### src/design/lthm_pkg.sv
// Package of offsets, fields, reset values and timing for the load threshold monitor
package lthm_pkg;
    // ------------------------------------------------------------------
    // Register byte offsets
    // ------------------------------------------------------------------
    localparam logic [7:0] LTHM_OFS_CTRL     = 8'h00;
    localparam logic [7:0] LTHM_OFS_RATED    = 8'h04;
    localparam logic [7:0] LTHM_OFS_LOW_PCT  = 8'h08;
    localparam logic [7:0] LTHM_OFS_LOW_DLY  = 8'h0c;
    localparam logic [7:0] LTHM_OFS_HIGH_PCT = 8'h10;
    localparam logic [7:0] LTHM_OFS_HIGH_DLY = 8'h14;
    localparam logic [7:0] LTHM_OFS_STAB_DLY = 8'h18;
    localparam logic [7:0] LTHM_OFS_STATUS   = 8'h1c;
    localparam logic [7:0] LTHM_OFS_IRQ_STAT = 8'h20;
    localparam logic [7:0] LTHM_OFS_IRQ_MASK = 8'h24;
    localparam logic [7:0] LTHM_OFS_POWER    = 8'h28;

    // ------------------------------------------------------------------
    // Field positions
    // ------------------------------------------------------------------
    localparam int LTHM_CTRL_DIR     = 0;  // 0 low power, 1 high power
    localparam int LTHM_CTRL_ASSIGN  = 1;  // Alarm output function assigned
    localparam int LTHM_CTRL_EN_CFG  = 2;  // Enable input configured
    localparam int LTHM_ST_ALARM     = 0;
    localparam int LTHM_ST_ACTIVE    = 1;
    localparam int LTHM_ST_STAB      = 2;
    localparam int LTHM_ST_BADCFG    = 3;
    localparam int LTHM_ST_BELOW     = 4;
    localparam int LTHM_ST_ABOVE     = 5;
    localparam int LTHM_IRQ_SET      = 0;  // Alarm output went high
    localparam int LTHM_IRQ_CLR      = 1;  // Alarm output went low

    // ------------------------------------------------------------------
    // Reset values and direction codes
    // ------------------------------------------------------------------
    localparam logic       LTHM_DIR_LOW   = 1'b0;
    localparam logic       LTHM_DIR_HIGH  = 1'b1;
    localparam logic [2:0] LTHM_CTRL_RST  = 3'h0;
    localparam logic [7:0] LTHM_PCT_RST   = 8'h00;
    localparam logic [15:0] LTHM_RATED_RST = 16'h0064;
    localparam logic [15:0] LTHM_DLY_RST   = 16'h0000;
    localparam logic [6:0] LTHM_PCT_SCALE = 7'h64;  // Percent divisor, 100

    // ------------------------------------------------------------------
    // Timing: one second base at the system clock rate
    // ------------------------------------------------------------------
    localparam int LTHM_CLK_PERIOD_NS = 100;
    localparam int LTHM_SECOND_NS     = 1000000000;
    localparam int LTHM_TICK_CYCLES   = LTHM_SECOND_NS / LTHM_CLK_PERIOD_NS;
endpackage : lthm_pkg

### src/design/lthm_qual.sv
// Qualification timer: counts whole seconds while a condition holds
`timescale 1ns/1ps
module lthm_qual #(
    parameter int W = 16
) (
    // Clock and reset
    input  wire logic         clk,
    input  wire logic         rst_n,
    // Seconds base and condition
    input  wire logic         tick,
    input  wire logic         cond,
    input  wire logic [W-1:0] dly,
    // Result
    output logic              done
);
    typedef struct packed {
        logic [W-1:0] cnt;
    } lthm_qual_t;

    lthm_qual_t s_q;
    lthm_qual_t s_d;

    // Condition met long enough; a zero delay qualifies at once
    assign done = cond && (s_q.cnt >= dly);

    // Count restarts from zero whenever the condition drops
    always_comb begin
        s_d = s_q;
        if (!cond) begin
            s_d.cnt = '0;
        end else if (tick && !done) begin
            s_d.cnt = s_q.cnt + W'(1);
        end
    end

    always_ff @(posedge clk or negedge rst_n) begin
        if (!rst_n) begin
            s_q <= '0;
        end else begin
            s_q <= s_d;
        end
    end

    // ------------------------------------------------------------------
    // Assertions
    // ------------------------------------------------------------------
    AST_QUAL_RESTART: assert property (@(posedge clk) disable iff (!rst_n)
        !cond |=> (s_q.cnt == '0))
        else $error("qualifier count not cleared after condition loss");
    AST_QUAL_SECONDS: assert property (@(posedge clk) disable iff (!rst_n)
        (cond && !tick && !done) ##1 cond |-> (s_q.cnt == $past(s_q.cnt)))
        else $error("qualifier advanced without a seconds tick");
endmodule : lthm_qual

### src/design/lthm_top.sv
// Load threshold monitor with AHB-Lite register slave and interrupt
//
// Register access over AHB-Lite and the address map are this design's own decisions.
`timescale 1ns/1ps
import lthm_pkg::*;

module lthm_top
    import lthm_pkg::*;
#(
    parameter int PW          = 16,
    parameter int TICK_CYCLES = LTHM_TICK_CYCLES
) (
    // Clock and reset
    input  wire logic          CLK_SYS,
    input  wire logic          RST_N,
    // AHB-Lite slave
    input  wire logic          HSEL,
    input  wire logic [31:0]   HADDR,
    input  wire logic [1:0]    HTRANS,
    input  wire logic          HWRITE,
    input  wire logic [2:0]    HSIZE,
    input  wire logic [31:0]   HWDATA,
    input  wire logic          HREADY,
    output logic [31:0]        HRDATA,
    output logic               HREADYOUT,
    output logic               HRESP,
    // Measurement and control pins
    input  wire logic [PW-1:0] POWER_TOTAL,
    input  wire logic          THRESHOLD_ENABLE_INPUT,
    output logic               THRESHOLD_ALARM_OUTPUT,
    // Interrupt
    output logic               IRQ
);
    // ------------------------------------------------------------------
    // State
    // ------------------------------------------------------------------
    typedef struct packed {
        logic [2:0]    ctrl;
        logic [PW-1:0] rated;
        logic [7:0]    low_pct;
        logic [15:0]   low_dly;
        logic [7:0]    high_pct;
        logic [15:0]   high_dly;
        logic [15:0]   stab_dly;
        logic [1:0]    irq_st;
        logic [1:0]    irq_mask;
        logic          alarm;
        logic [23:0]   tick_cnt;
        logic          tick;
        logic          dph_wr;
        logic [7:0]    dph_addr;
        logic [31:0]   rdata;
    } lthm_state_t;

    // Registers, seconds divider and bus data-phase capture share one state word
    lthm_state_t s_q;
    lthm_state_t s_d;

    localparam logic [23:0] TICK_LAST = 24'(TICK_CYCLES - 1);
    localparam int          MW        = PW + 8;

    // ------------------------------------------------------------------
    // Threshold comparison
    // ------------------------------------------------------------------
    logic [MW-1:0] pwr_scaled;
    logic [MW-1:0] low_lim;
    logic [MW-1:0] high_lim;
    logic          below_low;
    logic          above_high;
    logic          cfg_ok;
    logic          enabled;
    logic          stab;
    logic          active;
    logic [2:0]    q_cond;
    logic [2:0]    q_done;
    logic [15:0]   q_dly [3];

    // Scale power by 100 rather than dividing the limits: no rounding loss
    assign pwr_scaled = MW'(POWER_TOTAL) * MW'(LTHM_PCT_SCALE);
    assign low_lim    = MW'(s_q.low_pct) * MW'(s_q.rated);
    assign high_lim   = MW'(s_q.high_pct) * MW'(s_q.rated);
    assign below_low  = pwr_scaled < low_lim;
    assign above_high = pwr_scaled > high_lim;

    // Zero pair or low not strictly below high leaves the function off
    assign cfg_ok = (s_q.low_pct != LTHM_PCT_RST || s_q.high_pct != LTHM_PCT_RST)
                    && (s_q.low_pct < s_q.high_pct);

    // Without a configured enable input the monitor is always enabled
    assign enabled = !s_q.ctrl[LTHM_CTRL_EN_CFG] || THRESHOLD_ENABLE_INPUT;

    // Stabilisation runs from the enable rise until its delay elapses
    assign stab   = enabled && !q_done[2];
    assign active = cfg_ok && enabled && !stab && s_q.ctrl[LTHM_CTRL_ASSIGN];

    // ------------------------------------------------------------------
    // Qualification timers: below-low, above-high, stabilisation
    // ------------------------------------------------------------------
    // Limitation: the tick runs free, so n seconds qualify after n-1 to n seconds
    // Each timer sees its own condition; leaving the region clears it at once
    assign q_cond[0] = active && below_low;
    assign q_cond[1] = active && above_high;
    assign q_cond[2] = enabled;
    assign q_dly[0]  = s_q.low_dly;
    assign q_dly[1]  = s_q.high_dly;
    assign q_dly[2]  = s_q.stab_dly;

    for (genvar i = 0; i < 3; i++) begin : g_qual
        lthm_qual #(
            .W (16)
        ) u_qual (
            .clk   (CLK_SYS),
            .rst_n (RST_N),
            .tick  (s_q.tick),
            .cond  (q_cond[i]),
            .dly   (q_dly[i]),
            .done  (q_done[i])
        );
    end

    // ------------------------------------------------------------------
    // Bus decode
    // ------------------------------------------------------------------
    logic       aph_valid;
    logic       dph_wr_hit;
    logic [1:0] ev;
    logic [31:0] rd_mux;
    logic [31:0] status;

    // Only the low address byte is decoded, so the map aliases every 256 bytes
    assign aph_valid  = HSEL && HTRANS[1] && HREADY;
    assign dph_wr_hit = s_q.dph_wr;

    // Status view of the block's own state
    assign status = {26'h0, above_high, below_low, !cfg_ok, stab && cfg_ok,
                     active, s_q.alarm};

    // Read multiplexer, sampled in the address phase
    // Trade-off: a read right after a write to one register still sees the old value
    always_comb begin
        rd_mux = 32'h0;
        if (HADDR[7:0] == LTHM_OFS_CTRL) begin
            rd_mux = {29'h0, s_q.ctrl};
        end else if (HADDR[7:0] == LTHM_OFS_RATED) begin
            rd_mux = 32'(s_q.rated);
        end else if (HADDR[7:0] == LTHM_OFS_LOW_PCT) begin
            rd_mux = {24'h0, s_q.low_pct};
        end else if (HADDR[7:0] == LTHM_OFS_LOW_DLY) begin
            rd_mux = {16'h0, s_q.low_dly};
        end else if (HADDR[7:0] == LTHM_OFS_HIGH_PCT) begin
            rd_mux = {24'h0, s_q.high_pct};
        end else if (HADDR[7:0] == LTHM_OFS_HIGH_DLY) begin
            rd_mux = {16'h0, s_q.high_dly};
        end else if (HADDR[7:0] == LTHM_OFS_STAB_DLY) begin
            rd_mux = {16'h0, s_q.stab_dly};
        end else if (HADDR[7:0] == LTHM_OFS_STATUS) begin
            rd_mux = status;
        end else if (HADDR[7:0] == LTHM_OFS_IRQ_STAT) begin
            rd_mux = {30'h0, s_q.irq_st};
        end else if (HADDR[7:0] == LTHM_OFS_IRQ_MASK) begin
            rd_mux = {30'h0, s_q.irq_mask};
        end else if (HADDR[7:0] == LTHM_OFS_POWER) begin
            rd_mux = 32'(POWER_TOTAL);
        end
    end

    // ------------------------------------------------------------------
    // Next-state logic
    // ------------------------------------------------------------------
    always_comb begin
        s_d = s_q;

        // Seconds base: one-cycle pulse every TICK_CYCLES cycles
        s_d.tick = 1'b0;
        if (s_q.tick_cnt == TICK_LAST) begin
            s_d.tick_cnt = 24'h0;
            s_d.tick     = 1'b1;
        end else begin
            s_d.tick_cnt = s_q.tick_cnt + 24'h1;
        end

        // Alarm: held low whenever the monitor is not active
        if (!active) begin
            s_d.alarm = 1'b0;
        end else if (s_q.ctrl[LTHM_CTRL_DIR] == LTHM_DIR_LOW) begin
            if (q_done[0]) begin
                s_d.alarm = 1'b1;
            end else if (q_done[1]) begin
                s_d.alarm = 1'b0;
            end
        end else begin
            if (q_done[1]) begin
                s_d.alarm = 1'b1;
            end else if (q_done[0]) begin
                s_d.alarm = 1'b0;
            end
        end

        // Register write in the data phase
        if (dph_wr_hit) begin
            if (s_q.dph_addr == LTHM_OFS_CTRL) begin
                s_d.ctrl = HWDATA[2:0];
            end else if (s_q.dph_addr == LTHM_OFS_RATED) begin
                s_d.rated = HWDATA[PW-1:0];
            end else if (s_q.dph_addr == LTHM_OFS_LOW_PCT) begin
                s_d.low_pct = HWDATA[7:0];
            end else if (s_q.dph_addr == LTHM_OFS_LOW_DLY) begin
                s_d.low_dly = HWDATA[15:0];
            end else if (s_q.dph_addr == LTHM_OFS_HIGH_PCT) begin
                s_d.high_pct = HWDATA[7:0];
            end else if (s_q.dph_addr == LTHM_OFS_HIGH_DLY) begin
                s_d.high_dly = HWDATA[15:0];
            end else if (s_q.dph_addr == LTHM_OFS_STAB_DLY) begin
                s_d.stab_dly = HWDATA[15:0];
            end else if (s_q.dph_addr == LTHM_OFS_IRQ_STAT) begin
                s_d.irq_st = s_q.irq_st & ~HWDATA[1:0];
            end else if (s_q.dph_addr == LTHM_OFS_IRQ_MASK) begin
                s_d.irq_mask = HWDATA[1:0];
            end
        end

        // Alarm edges, taken from the next value so the status sets with the pin
        ev[LTHM_IRQ_SET] = s_d.alarm && !s_q.alarm;
        ev[LTHM_IRQ_CLR] = !s_d.alarm && s_q.alarm;

        // Events set after the clear so a same-cycle event is kept
        s_d.irq_st = s_d.irq_st | ev;

        // Address phase capture; zero wait, read data from a flop
        s_d.dph_wr   = aph_valid && HWRITE;
        s_d.dph_addr = HADDR[7:0];
        if (aph_valid && !HWRITE) begin
            s_d.rdata = rd_mux;
        end
    end

    // State register; defaults give a low-direction, zero-threshold monitor
    always_ff @(posedge CLK_SYS or negedge RST_N) begin
        if (!RST_N) begin
            s_q          <= '0;
            s_q.ctrl     <= LTHM_CTRL_RST;
            s_q.rated    <= PW'(LTHM_RATED_RST);
            s_q.low_pct  <= LTHM_PCT_RST;
            s_q.high_pct <= LTHM_PCT_RST;
            s_q.low_dly  <= LTHM_DLY_RST;
            s_q.high_dly <= LTHM_DLY_RST;
            s_q.stab_dly <= LTHM_DLY_RST;
        end else begin
            s_q <= s_d;
        end
    end

    // ------------------------------------------------------------------
    // Outputs
    // ------------------------------------------------------------------
    // Alarm and read data come straight from flops; the interrupt is a level
    assign THRESHOLD_ALARM_OUTPUT = s_q.alarm;
    assign IRQ       = |(s_q.irq_st & s_q.irq_mask);
    assign HRDATA    = s_q.rdata;
    assign HREADYOUT = 1'b1;   // Every access completes without wait states
    assign HRESP     = 1'b0;   // Unmapped offsets read zero, writes dropped

    // ------------------------------------------------------------------
    // Assertions
    // ------------------------------------------------------------------
    AST_LOW_SET: assert property (@(posedge CLK_SYS) disable iff (!RST_N)
        (active && !s_q.ctrl[LTHM_CTRL_DIR] && q_done[0]) |=> THRESHOLD_ALARM_OUTPUT)
        else $error("low mode alarm not raised after below-low delay");
    AST_LOW_CLR: assert property (@(posedge CLK_SYS) disable iff (!RST_N)
        (active && !s_q.ctrl[LTHM_CTRL_DIR] && q_done[1]) |=> !THRESHOLD_ALARM_OUTPUT)
        else $error("low mode alarm not cleared after above-high delay");
    AST_HIGH_SET: assert property (@(posedge CLK_SYS) disable iff (!RST_N)
        (active && s_q.ctrl[LTHM_CTRL_DIR] && q_done[1]) |=> THRESHOLD_ALARM_OUTPUT)
        else $error("high mode alarm not raised after above-high delay");
    AST_HIGH_CLR: assert property (@(posedge CLK_SYS) disable iff (!RST_N)
        (active && s_q.ctrl[LTHM_CTRL_DIR] && q_done[0]) |=> !THRESHOLD_ALARM_OUTPUT)
        else $error("high mode alarm not cleared after below-low delay");
    AST_BADCFG_OFF: assert property (@(posedge CLK_SYS) disable iff (!RST_N)
        !cfg_ok |=> !THRESHOLD_ALARM_OUTPUT)
        else $error("alarm raised with invalid thresholds");
    AST_ORDER: assert property (@(posedge CLK_SYS) disable iff (!RST_N)
        (s_q.low_pct >= s_q.high_pct) |=> !THRESHOLD_ALARM_OUTPUT)
        else $error("thresholds out of order accepted");
    AST_NO_ASSIGN: assert property (@(posedge CLK_SYS) disable iff (!RST_N)
        !s_q.ctrl[LTHM_CTRL_ASSIGN] |=> !THRESHOLD_ALARM_OUTPUT)
        else $error("alarm signalled without output assignment");
    AST_GATED: assert property (@(posedge CLK_SYS) disable iff (!RST_N)
        (s_q.ctrl[LTHM_CTRL_EN_CFG] && !THRESHOLD_ENABLE_INPUT) |=> !THRESHOLD_ALARM_OUTPUT)
        else $error("alarm raised while enable input inactive");
    AST_STAB_LOW: assert property (@(posedge CLK_SYS) disable iff (!RST_N)
        ($rose(enabled) && s_q.stab_dly != 16'h0) |-> ##1 !THRESHOLD_ALARM_OUTPUT [*2])
        else $error("alarm not held low during stabilisation");
    AST_IRQ_SET: assert property (@(posedge CLK_SYS) disable iff (!RST_N)
        $rose(THRESHOLD_ALARM_OUTPUT) |-> s_q.irq_st[LTHM_IRQ_SET])
        else $error("alarm rise did not set interrupt status");

    // Zero-threshold, hold, divider and interrupt event checks
    AST_CFG_ZERO: assert property (@(posedge CLK_SYS) disable iff (!RST_N)
        (s_q.low_pct == LTHM_PCT_RST && s_q.high_pct == LTHM_PCT_RST) |=> !THRESHOLD_ALARM_OUTPUT)
        else $error("alarm raised with both thresholds at zero");
    AST_STAB_HOLD: assert property (@(posedge CLK_SYS) disable iff (!RST_N)
        stab |=> !THRESHOLD_ALARM_OUTPUT)
        else $error("alarm raised during stabilisation");
    AST_BAND_HOLD: assert property (@(posedge CLK_SYS) disable iff (!RST_N)
        (active && !q_done[0] && !q_done[1]) |=> $stable(THRESHOLD_ALARM_OUTPUT))
        else $error("alarm changed inside the hysteresis band");
    AST_TICK_PULSE: assert property (@(posedge CLK_SYS) disable iff (!RST_N)
        s_q.tick |-> (s_q.tick_cnt == 24'h0))
        else $error("seconds tick out of phase with its divider");
    AST_IRQ_CLR: assert property (@(posedge CLK_SYS) disable iff (!RST_N)
        $fell(THRESHOLD_ALARM_OUTPUT) |-> s_q.irq_st[LTHM_IRQ_CLR])
        else $error("alarm fall did not set interrupt status");
    AST_RD_HOLD: assert property (@(posedge CLK_SYS) disable iff (!RST_N)
        !(aph_valid && !HWRITE) |=> $stable(HRDATA))
        else $error("read data changed without a read");

    // ------------------------------------------------------------------
    // Cover points for the main scenarios
    // ------------------------------------------------------------------
    COV_LOW_ALARM: cover property (@(posedge CLK_SYS) disable iff (!RST_N)
        !s_q.ctrl[LTHM_CTRL_DIR] && $rose(THRESHOLD_ALARM_OUTPUT));
    COV_HIGH_ALARM: cover property (@(posedge CLK_SYS) disable iff (!RST_N)
        s_q.ctrl[LTHM_CTRL_DIR] && $rose(THRESHOLD_ALARM_OUTPUT));
    COV_STAB_END: cover property (@(posedge CLK_SYS) disable iff (!RST_N)
        $fell(stab) && enabled);
    COV_IRQ: cover property (@(posedge CLK_SYS) disable iff (!RST_N) $rose(IRQ));
    COV_RESTART: cover property (@(posedge CLK_SYS) disable iff (!RST_N)
        !s_q.ctrl[LTHM_CTRL_DIR] && $fell(q_cond[1]) && THRESHOLD_ALARM_OUTPUT);
endmodule : lthm_top

### config.mk
export PLATFORM = sky130hd
export DESIGN_NAME = lthm_top
export DESIGN_NICKNAME = d
export VERILOG_FILES = /design/src/design/lthm_pkg.sv /design/src/design/lthm_qual.sv /design/src/design/lthm_top.sv
export SDC_FILE = /design/constraint.sdc
export NUM_CORES = 1
export LEC_CHECK = 0
export ABC_AREA = 1
export BUFFER_PORTS_ARGS = -buffer_cell sky130_fd_sc_hd__buf_2
export CORE_MARGIN = 3
export CORE_UTILIZATION = 59
export CTS_CLUSTER_DIAMETER = 80
export CTS_CLUSTER_SIZE = 8
export DETAILED_ROUTE_END_ITERATION = 6
export GPL_TIMING_DRIVEN = 0
export MAX_ROUTING_LAYER = met4
export PLACE_DENSITY = 0.77
export SETUP_SLACK_MARGIN = 0.05
export SYNTH_ARGS = -nofsm -noshare
export SYNTH_HDL_FRONTEND = slang
export SYNTH_SLANG_ARGS = --single-unit
### constraint.sdc
create_clock -name CLK_SYS -period 13 [get_ports CLK_SYS]
set_input_delay 2.6 -clock CLK_SYS [delete_from_list [all_inputs] [get_ports CLK_SYS]]
set_output_delay 2.6 -clock CLK_SYS [all_outputs]
set_load 0.03 [all_outputs]
==> results.yml, run 1 <==
routing:
  vias: 18770
  drt_pass1_iterations: 6
  postRouteAntennaNets: 0
  drt_iter0_drc: 1500
  drt_wl_total_um: 57760
  remaining_drc_errors: 0
  vias_per_cell: 5.543
  wl_per_cell_um: 17.05
synth:
  ys_types: 57
  synth_warnings: 0
  async_flop_share: 1.000
  synth-edff-count: 0
  avgSynthCellArea_um2: 7.596
  syn_inst: 2813
  syn_area_um2: 21370
  synth-seq-area-share: 0.2180
  synth_ff_type: "dfrtp_1"
  ys_ff_latch: 186
clocking:
  clockRootBuffer: "clkbuf_16"
  cts_made_buffers: 17
  cts_setup_buffers: 0
  clockBufferDepth: 2
  cts.repair.resized: 0
  clk_pin_slew_ns: 0.08
  htreeDepth: 4
  cts.sinks: 186
  cts_tree: "yes"
  cts_hold_buf: 0
  clk_latency_ns: 0.44
place:
  placed_cells: 3355
  place_congestion: 0.9897
  post-dp-hpwl_um: 46930
  io_buffers: 64
layout:
  num_antenna_cells: 0
  n_fill_cell: 3143
  drive_above_1_share: 0.06596
  nets: 3425
  final_cells: 3387
  final_cell_mix: "inv_1 (668), nand2_1 (602), ha_1 (242)"
  syn2layout_area_growth_pct: 7.659
  layout_commonest_cell: "inv_1"
  post-route-util: 0.6452
critical_path:
  worstPathRequired_ns: 13.32
  slowest_stage: "fa_1"
  slowest_delay_ns: 0.55
  arrival_ns: 8.56
  crit_type: "reg2reg"
  r2r_slack_ns: 4.76
  critPathMostFrequentCell: "nand2_1"
  cp_max_fo: 10
  cp-end-kind: "flip-flop"
  startpoint_type: "flip-flop"
timing:
  tightest_slew_ns: 1.023
  period_share: 0.6337
  fin_skew_ns: 0.01043
  hold_viol: 0
  fmax_mhz: 121.4
  fin_setup_tns_ns: 0
  setup_viol_count_final: 0
  slew_headroom: 0.3119
  drv_slew: 0
  rsz0062_at_grt: "no"
  post-route-min-period_ns: 8.239
floorplan:
  rows: 69
  io_pins: 127
  die_area_um2: 38540
  die_h_um: 196.3
  core_area_um2: 35660
  die_x_um: 196.3
  start_util: 0.5993
run:
  cap_viol_max_count: 0
run_status:
  status: "complete, no violations"
min_path:
  min-delay-path-class: "reg2reg"
global_route:
  antenna_found_initial: 0
  grt_pass1_wl_um: 93840
  grt_pass1_vias: 18740
  grt_max_degree: 115
  track_usage: 0.3134
  overflow: 0
power_and_ir_drop:
  power_density_nw_per_um2: 101.2
  totalPowerFinal_mw: 2.328
  vdd_drop_max_uv: 92.65
  p_leak_nw: 13.07
## metal layers
metal	vias up	part of all wire	GRT usage	wire (um)
met2	777	0.47	0.5079	27360
met5	-	0	-	0
li1	8888	-	-	-
met3	167	0.070	0.03314	4060
met4	0	0.052	0.1471	3006
met1	8941	0.40	0.3978	23330
## synthesized netlist by cell type, types with 6 or more instances
library cell	count	area [um2]
nand4_1	37	231.5
a21o_1	9	67.56
nor3_1	47	235.2
a21oi_1	149	745.7
o21ai_2	11	96.34
nor4_1	18	112.6
ha_1	242	3028
o2111ai_1	6	52.55
a31oi_1	9	56.30
nand2_1	602	2260
dfrtp_1	183	4579
buf_1	18	67.56
xnor2_1	27	236.5
nand3_1	80	400.4
inv_1	668	2507
clkbuf_1	65	244.0
nor2_1	92	345.3
o21ai_0	161	805.8
inv_2	7	26.28
o31ai_1	12	90.09
o21ai_1	8	40.04
o211ai_1	7	52.55
o22ai_1	12	75.07
o21a_1	6	45.04
fa_1	179	3583
xor2_1	52	455.4
buf_4	34	255.2
## layout make-up
type	instances	area, um2	share of cell area
Multi-Input combinational cell	1842	13610	0.5917
Sequential cell	186	4658	0.2025
Inverter	677	2544	0.1106
Buffer	124	614.3	0.02671
Tap cell	461	576.8	0.02507
Clock buffer	18	439.2	0.01909
Timing Repair Buffer	65	357.8	0.01556
Clock inverter	14	202.7	0.008811
## sequential cells by signal (all words and copies together) (netlist names)
register	count
g_qual.u_qual.s_q	48
dph_wr_hit	1
q_dly	48
HRDATA	16
s_q	72
THRESHOLD_ALARM_OUTPUT	1
## cells by family (layout without fill, tap and decap cells)
family,count (synthesis),in the layout,share of synthesized area
buf+inv,801,898,0.1478
flops,186,186,0.2180
compound gates,409,409,0.1066
simple gates,914,914,0.1847
xor+xnor,80,80,0.03314
fa+ha+maj,421,421,0.3094
other cells,2,18,0.0003515
## critical path, delay by kind of cell, from the launching register on
| family | cells | cell delay (ns) |
|---|---|---|
| fa+ha+maj | 6 | 2.80 |
| compound gates | 11 | 1.92 |
| buf+inv | 6 | 1.30 |
| simple gates | 9 | 1.27 |
| flops | 1 | 0.52 |
| xor+xnor | 1 | 0.30 |
## through the flow
step | area [um2] | hold WS, ns | setup WS [ns]
5_1_grt | 23000 | 0.5026 | 4.207
3_5_place_dp | 22360 | 0.4607 | 4.919
2_1_floorplan | 21430 | 0.4399 | 5.905
3_3_place_gp | 22330 | 0.4615 | 5.024
6_report | 23000 | 0.4669 | 4.762
4_1_cts | 23000 | 0.4709 | 4.893
## power breakdown
| group | internal, mW | switching (mW) |
|---|---|---|
| sequential | 0.586 | 0.00438 |
| clock | 0.333 | 0.242 |
| combinational | 0.444 | 0.720 |
## path summary, 6_finish.rpt
| kind | start | end | depth (start not counted) |
|---|---|---|---|
| worst max-delay path | s_q[137] | g_qual[0].u_qual.s_q[3] | 33 |
| worst min-delay path | s_q[65] | s_q[65] | 1 |
| worst max register to register | s_q[137] | g_qual[0].u_qual.s_q[3] | 33 |
| worst min register to register | s_q[65] | s_q[65] | 1 |
| max in group asynchronous | RST_N | g_qual[2].u_qual.s_q[2] | 2 |
| min in group asynchronous | RST_N | s_q[47] | 1 |
Power figures use the tool's default switching activity.
==> run 2: changes to the inputs <==
- ABC_AREA: 1 -> 0
- clock period: 13 -> 8.46 ns (I/O delays scaled with it)
==> results.yml, run 2 <==
clocking:
  clk_latency_ns: 0.43
  clk_pin_slew_ns: 0.07
  cts.sinks: 186
  clockBufferDepth: 2
  cts_made_buffers: 17
  cts_tree: "yes"
  cts_hold_buf: 0
  clockRootBuffer: "clkbuf_16"
  htreeDepth: 4
place:
  placed_area_um2: 21650
  post-dp-hpwl_um: 44650
  place_ws_ns: -0.2056
  place_congestion: 0.9413
  io_buffers: 64
critical_path:
  r2r_end: "g_qual[1].u_qual.s_q[14]"
  cp_max_fo: 10
  regToRegStartpoint: "s_q[109]"
  crit_start: "s_q[109]"
  reg2reg_depth: 29
  arrival_ns: 8.49
  slowest_stage: "dfrtp_1"
  crit_type: "reg2reg"
  slowest_delay_ns: 0.65
  worstPathRequired_ns: 8.83
  cp-end-kind: "flip-flop"
  crit_end: "g_qual[1].u_qual.s_q[14]"
  startpoint_type: "flip-flop"
  r2r_slack_ns: 0.35
timing:
  fmax_mhz: 123.3
  hold_viol: 0
  post-route-min-period_ns: 8.113
  fin_setup_tns_ns: 0
  rsz0062_at_grt: "no"
  drv_slew: 0
  fin_ws_ns: 0.3467
  tightest_slew_ns: 1.016
  fin_skew_ns: 0.009941
  slew_headroom: 0.3167
  period_share: 0.9590
  setup_viol_count_final: 0
routing:
  vias: 16690
  drt_wl_total_um: 55460
  drt_iter0_drc: 1042
  postRouteAntennaNets: 0
  vias_per_cell: 5.908
  remaining_drc_errors: 0
  drt_pass1_iterations: 6
  wl_per_cell_um: 19.64
run_status:
  status: "complete, no violations"
power_and_ir_drop:
  p_leak_nw: 11.37
  switching_share: 0.4557
  p_seq_frac: 0.188
  p_int_mw: 2.788
  power_density_nw_per_um2: 229.5
  vdd_drop_max_uv: 184.2
  clock_power_share: 0.163
  pwr-share-comb: 0.649
  p_sw_mw: 2.334
synth:
  syn_area_um2: 20670
  synth_ff_type: "dfrtp_1"
  synth-seq-area-share: 0.2253
  avgSynthCellArea_um2: 9.131
  ys_top_cells_by_area: "dfrtp_1 (22%), fa_1 (17%), ha_1 (15%)"
  yosysTopAreaCell: "dfrtp_1"
  async_flop_share: 1.000
  synth_top_area_frac: 0.2215
  synth.most_common_cell: "inv_1"
  syn_inst: 2264
  ys_ff_latch: 186
  synth-edff-count: 0
  synth_warnings: 0
  ys_types: 73
  synthTopCellsByCount: "inv_1 (350), ha_1 (242), dfrtp_1 (183), fa_1 (179), and2_1 (171)"
floorplan:
  io_pins: 127
  core_area_um2: 34040
  start_util: 0.6074
  die_h_um: 193.2
  rows: 67
  die_x_um: 193.2
  die_area_um2: 37320
min_path:
  min-delay-path-class: "reg2reg"
layout:
  nets: 2873
  final_cell_mix: "inv_1 (350), ha_1 (242), dfrtp_1 (181)"
  stdcell_area_um2: 22320
  n_fill_cell: 2839
  drive_above_1_share: 0.1091
  layout_commonest_cell: "inv_1"
  largest_reg_flops: 72
  syn2layout_area_growth_pct: 7.959
  largest_register: "s_q"
global_route:
  grt_max_degree: 111
  grt_pass1_wl_um: 89200
  track_usage: 0.3167
  grt_pass1_vias: 17110
  antenna_found_initial: 1
  overflow: 0
run:
  cap_viol_max_count: 0
==> run 2: changes by cell type after synthesis, sizes merged, moves of 23 or more <==
cell   delta
nand2   -441
inv     -326
and2    +171
o21ai   -123
mux2     +87
a21oi    -55
nand3    -47
a21o     +36
and3     +29
nor3     -27
nor2     +26
or3      +23
==> run 2: power groups by stage <==
| stage | clock, mW | sequential [mW] | combinational, mW |
|---|---|---|---|
| after global placement | 0 | 0.969 | 3.16 |
| after global routing | 0.886 | 0.963 | 3.77 |
| final | 0.835 | 0.961 | 3.33 |
| after floorplan | 0 | 0.951 | 2.48 |
| after CTS | 0.847 | 0.954 | 3.32 |
| after detailed placement | 0 | 0.970 | 3.29 |
==> run 2: worst max-delay path, delay by kind of cell, from the launching register on <==
kind,cells,cell delay (ns)
adders and majority gates,6,2.75
AOI/OAI and AO/OA,9,2.27
and+or+nand+nor,7,1.31
buffers and inverters,5,0.72
DFF,1,0.65
muxes,1,0.20
xor gates and xnor gates,1,0.11
==> run 2: routing by layer <==
layer / vias up / share of wire / global-route usage
li1: 7686 / - / -
met1: 8249 / 0.39 / 0.3748
met2: 593 / 0.49 / 0.5237
met3: 157 / 0.070 / 0.05641
met4: 0 / 0.052 / 0.1563
met5: - / 0 / -
==> run 2: cell type report <==
class                           count  area, um2  share of cell area
Timing Repair Buffer               68      380.4             0.01704
Sequential cell                   186       4661              0.2088
Clock inverter                     11      160.2            0.007176
Inverter                          350       1314             0.05886
Tap cell                          448      560.5             0.02511
Buffer                            108      563.0             0.02523
Clock buffer                       21      460.4             0.02063
Multi-Input combinational cell   1630      14210              0.6369
Antenna cell                        2      5.005           0.0002242
==> run 2: per-stage QoR <==
step	std cells	util	power [mW]	hold slack [ns]
final	2824	0.6558	5.122	0.4584
after global routing	2823	0.6557	5.622	0.4875
after global placement	2792	0.6351	4.128	0.4469
after floorplan	2280	-	3.434	0.4329
after detailed placement	2793	0.6362	4.262	0.4564
after CTS	2824	0.6545	5.120	0.4692
==> run 2: worst min path at each step <==
| stage | from | end | slack, ns | depth (start not counted) |
|---|---|---|---|---|
| after floorplan | s_q[42] | s_q[42] | 0.43 | 1 |
| after global placement | s_q[42] | s_q[42] | 0.45 | 1 |
| after detailed placement | s_q[48] | s_q[48] | 0.46 | 1 |
| after CTS | s_q[42] | s_q[42] | 0.47 | 1 |
| after global routing | s_q[42] | s_q[42] | 0.49 | 1 |
| final | s_q[42] | s_q[42] | 0.46 | 1 |
==> run 2: what timing repair did <==
item	in CTS	in global routing
resized for setup	3	44
buffers inserted	0	3
pin swaps	0	1
setup endpoints to repair	24	34
==> run 2: kinds of logic after synthesis <==
family,synth area share
AO/OA/AOI/OAI,0.1090
XOR/XNOR,0.04152
adder cells (fa/ha/maj),0.3198
buffers and inverters,0.09048
flip-flops,0.2253
multiplexers,0.04933
other,0.0003633
AND/OR/NAND/NOR,0.1642
==> run 3: changes to the inputs <==
- CTS_BUF_LIST: not set -> sky130_fd_sc_hd__clkbuf_2 sky130_fd_sc_hd__clkbuf_4 sky130_fd_sc_hd__clkbuf_8
==> results.yml, run 3 (synthesis results as in run 2) <==
power_and_ir_drop:
  power_density_nw_per_um2: 223.0
  vdd_drop_max_uv: 184.7
  totalPowerFinal_mw: 4.937
  p_leak_nw: 11.29
critical_path:
  r2r_end: "g_qual[1].u_qual.s_q[14]"
  worstPathRequired_ns: 8.88
  regToRegStartpoint: "s_q[135]"
  reg2reg_depth: 29
  arrival_ns: 8.52
  r2r_slack_ns: 0.36
  crit_type: "reg2reg"
  startpoint_type: "flip-flop"
  slowest_delay_ns: 0.66
  slowest_stage: "dfrtp_1"
  cp-end-kind: "flip-flop"
  cp_max_fo: 10
place:
  place_congestion: 0.9413
  placed_area_um2: 21650
  io_buffers: 64
  post-dp-hpwl_um: 44650
layout:
  syn2layout_area_growth_pct: 7.075
  largest_reg_flops: 72
  drive_above_1_share: 0.1104
  final_cell_mix: "inv_1 (350), ha_1 (242), dfrtp_1 (180)"
  layout_commonest_cell: "inv_1"
  largest_register: "s_q"
  register_area_um2: 4662
  post-route-util: 0.6504
  n_fill_cell: 2876
  nets: 2873
  stdcell_area_um2: 22140
  multi_input_area_um2: 14210
clocking:
  cts_made_buffers: 17
  clockBufferDepth: 2
  cts_hold_buf: 0
  clk_pin_slew_ns: 0.10
  cts_tree: "yes"
  cts.sinks: 186
  clockRootBuffer: "clkbuf_8"
  clk_latency_ns: 0.48
  htreeDepth: 4
floorplan:
  die_area_um2: 37320
  die_x_um: 193.2
  core_area_um2: 34040
  die_h_um: 193.2
  rows: 67
  start_util: 0.6074
  io_pins: 127
timing:
  fmax_mhz: 123.5
  rsz0062_at_grt: "no"
  hold_viol: 0
  slew_headroom: 0.2983
  fin_hold_ws_ns: 0.4620
  setup_viol_count_final: 0
  post-route-min-period_ns: 8.099
  drv_slew: 0
  fin_skew_ns: 0.01557
  tightest_slew_ns: 1.043
  fin_setup_tns_ns: 0
  period_share: 0.9574
global_route:
  track_usage: 0.3145
  grt_pass1_wl_um: 88710
  grt_pass1_vias: 17010
  overflow: 0
  grt_max_degree: 111
  antenna_found_initial: 1
min_path:
  min-delay-path-class: "reg2reg"
  min_from: "s_q[42]"
  hold_path_depth: 1
  hold_path_end: "s_q[42]"
run:
  cap_viol_max_count: 0
routing:
  wl_per_cell_um: 19.48
  postRouteAntennaNets: 0
  drt_iter0_drc: 1066
  remaining_drc_errors: 0
  drt_wl_total_um: 55020
  vias_per_cell: 5.876
  vias: 16600
  drt_pass1_iterations: 7
run_status:
  status: "complete, no violations"
[run 3: cell counts in the layout (fill, tap and decap cells not counted)]
Identical to the previous run, type by type.
[run 3: layout make-up]
type / instances / share of cell area
well taps: 448 / 0.02532
clock buffers: 21 / 0.01249
multi-input cells: 1630 / 0.6422
diodes: 2 / 0.0002261
flip-flops and latches: 186 / 0.2106
repair buffers: 68 / 0.01718
plain buffers: 108 / 0.02544
clock inverters: 11 / 0.007235
inverters: 350 / 0.05935
[run 3: worst max path at each step]
stage	startpoint	end	slack (ns)	cells after the start
2_1_floorplan	s_q[110]	g_qual[1].u_qual.s_q[14]	1.37	31
3_3_place_gp	s_q[134]	g_qual[0].u_qual.s_q[0]	-0.06	30
3_5_place_dp	s_q[134]	g_qual[0].u_qual.s_q[4]	-0.21	30
4_1_cts	s_q[133]	g_qual[0].u_qual.s_q[4]	0.06	30
5_1_grt	s_q[136]	g_qual[1].u_qual.s_q[14]	0.05	29
6_report	s_q[135]	g_qual[1].u_qual.s_q[14]	0.36	29
[run 3: timing repair]
item / in CTS / in global routing
pin swaps: 0 / 1
gates resized for setup: 3 / 45
buffers inserted: 0 / 3
endpoints found under the setup margin: 24 / 34
[run 3: critical path, delay by kind of cell, from the launching register on]
family	cells	cell delay (ns)
multiplexers	1	0.20
adder cells (fa/ha/maj)	6	2.77
AO/OA/AOI/OAI	9	2.27
flip-flops	1	0.66
buffers and inverters	5	0.70
AND/OR/NAND/NOR	7	1.30
XOR/XNOR	1	0.11
[run 3: power breakdown]
part | total, mW | internal (mW) | switching, mW
combinational | 3.33 | 1.38 | 1.94
clock | 0.649 | 0.320 | 0.329
sequential | 0.960 | 0.917 | 0.0430
[run 3: through the flow]
stage | worst slack (ns) | std cells
2_1_floorplan | 1.369 | 2280
3_3_place_gp | -0.06176 | 2792
3_5_place_dp | -0.2056 | 2793
4_1_cts | 0.05730 | 2824
5_1_grt | 0.05064 | 2823
6_report | 0.3606 | 2824
[run 3: routing by layer]
| metal | share of wire | wire (um) | up-vias | track usage |
|---|---|---|---|---|
| met5 | 0 | 0 | - | - |
| met4 | 0.049 | 2713 | 0 | 0.1485 |
| met3 | 0.071 | 3907 | 157 | 0.05406 |
| met2 | 0.49 | 26980 | 587 | 0.5213 |
| met1 | 0.39 | 21430 | 8171 | 0.3753 |
| li1 | - | - | 7680 | - |
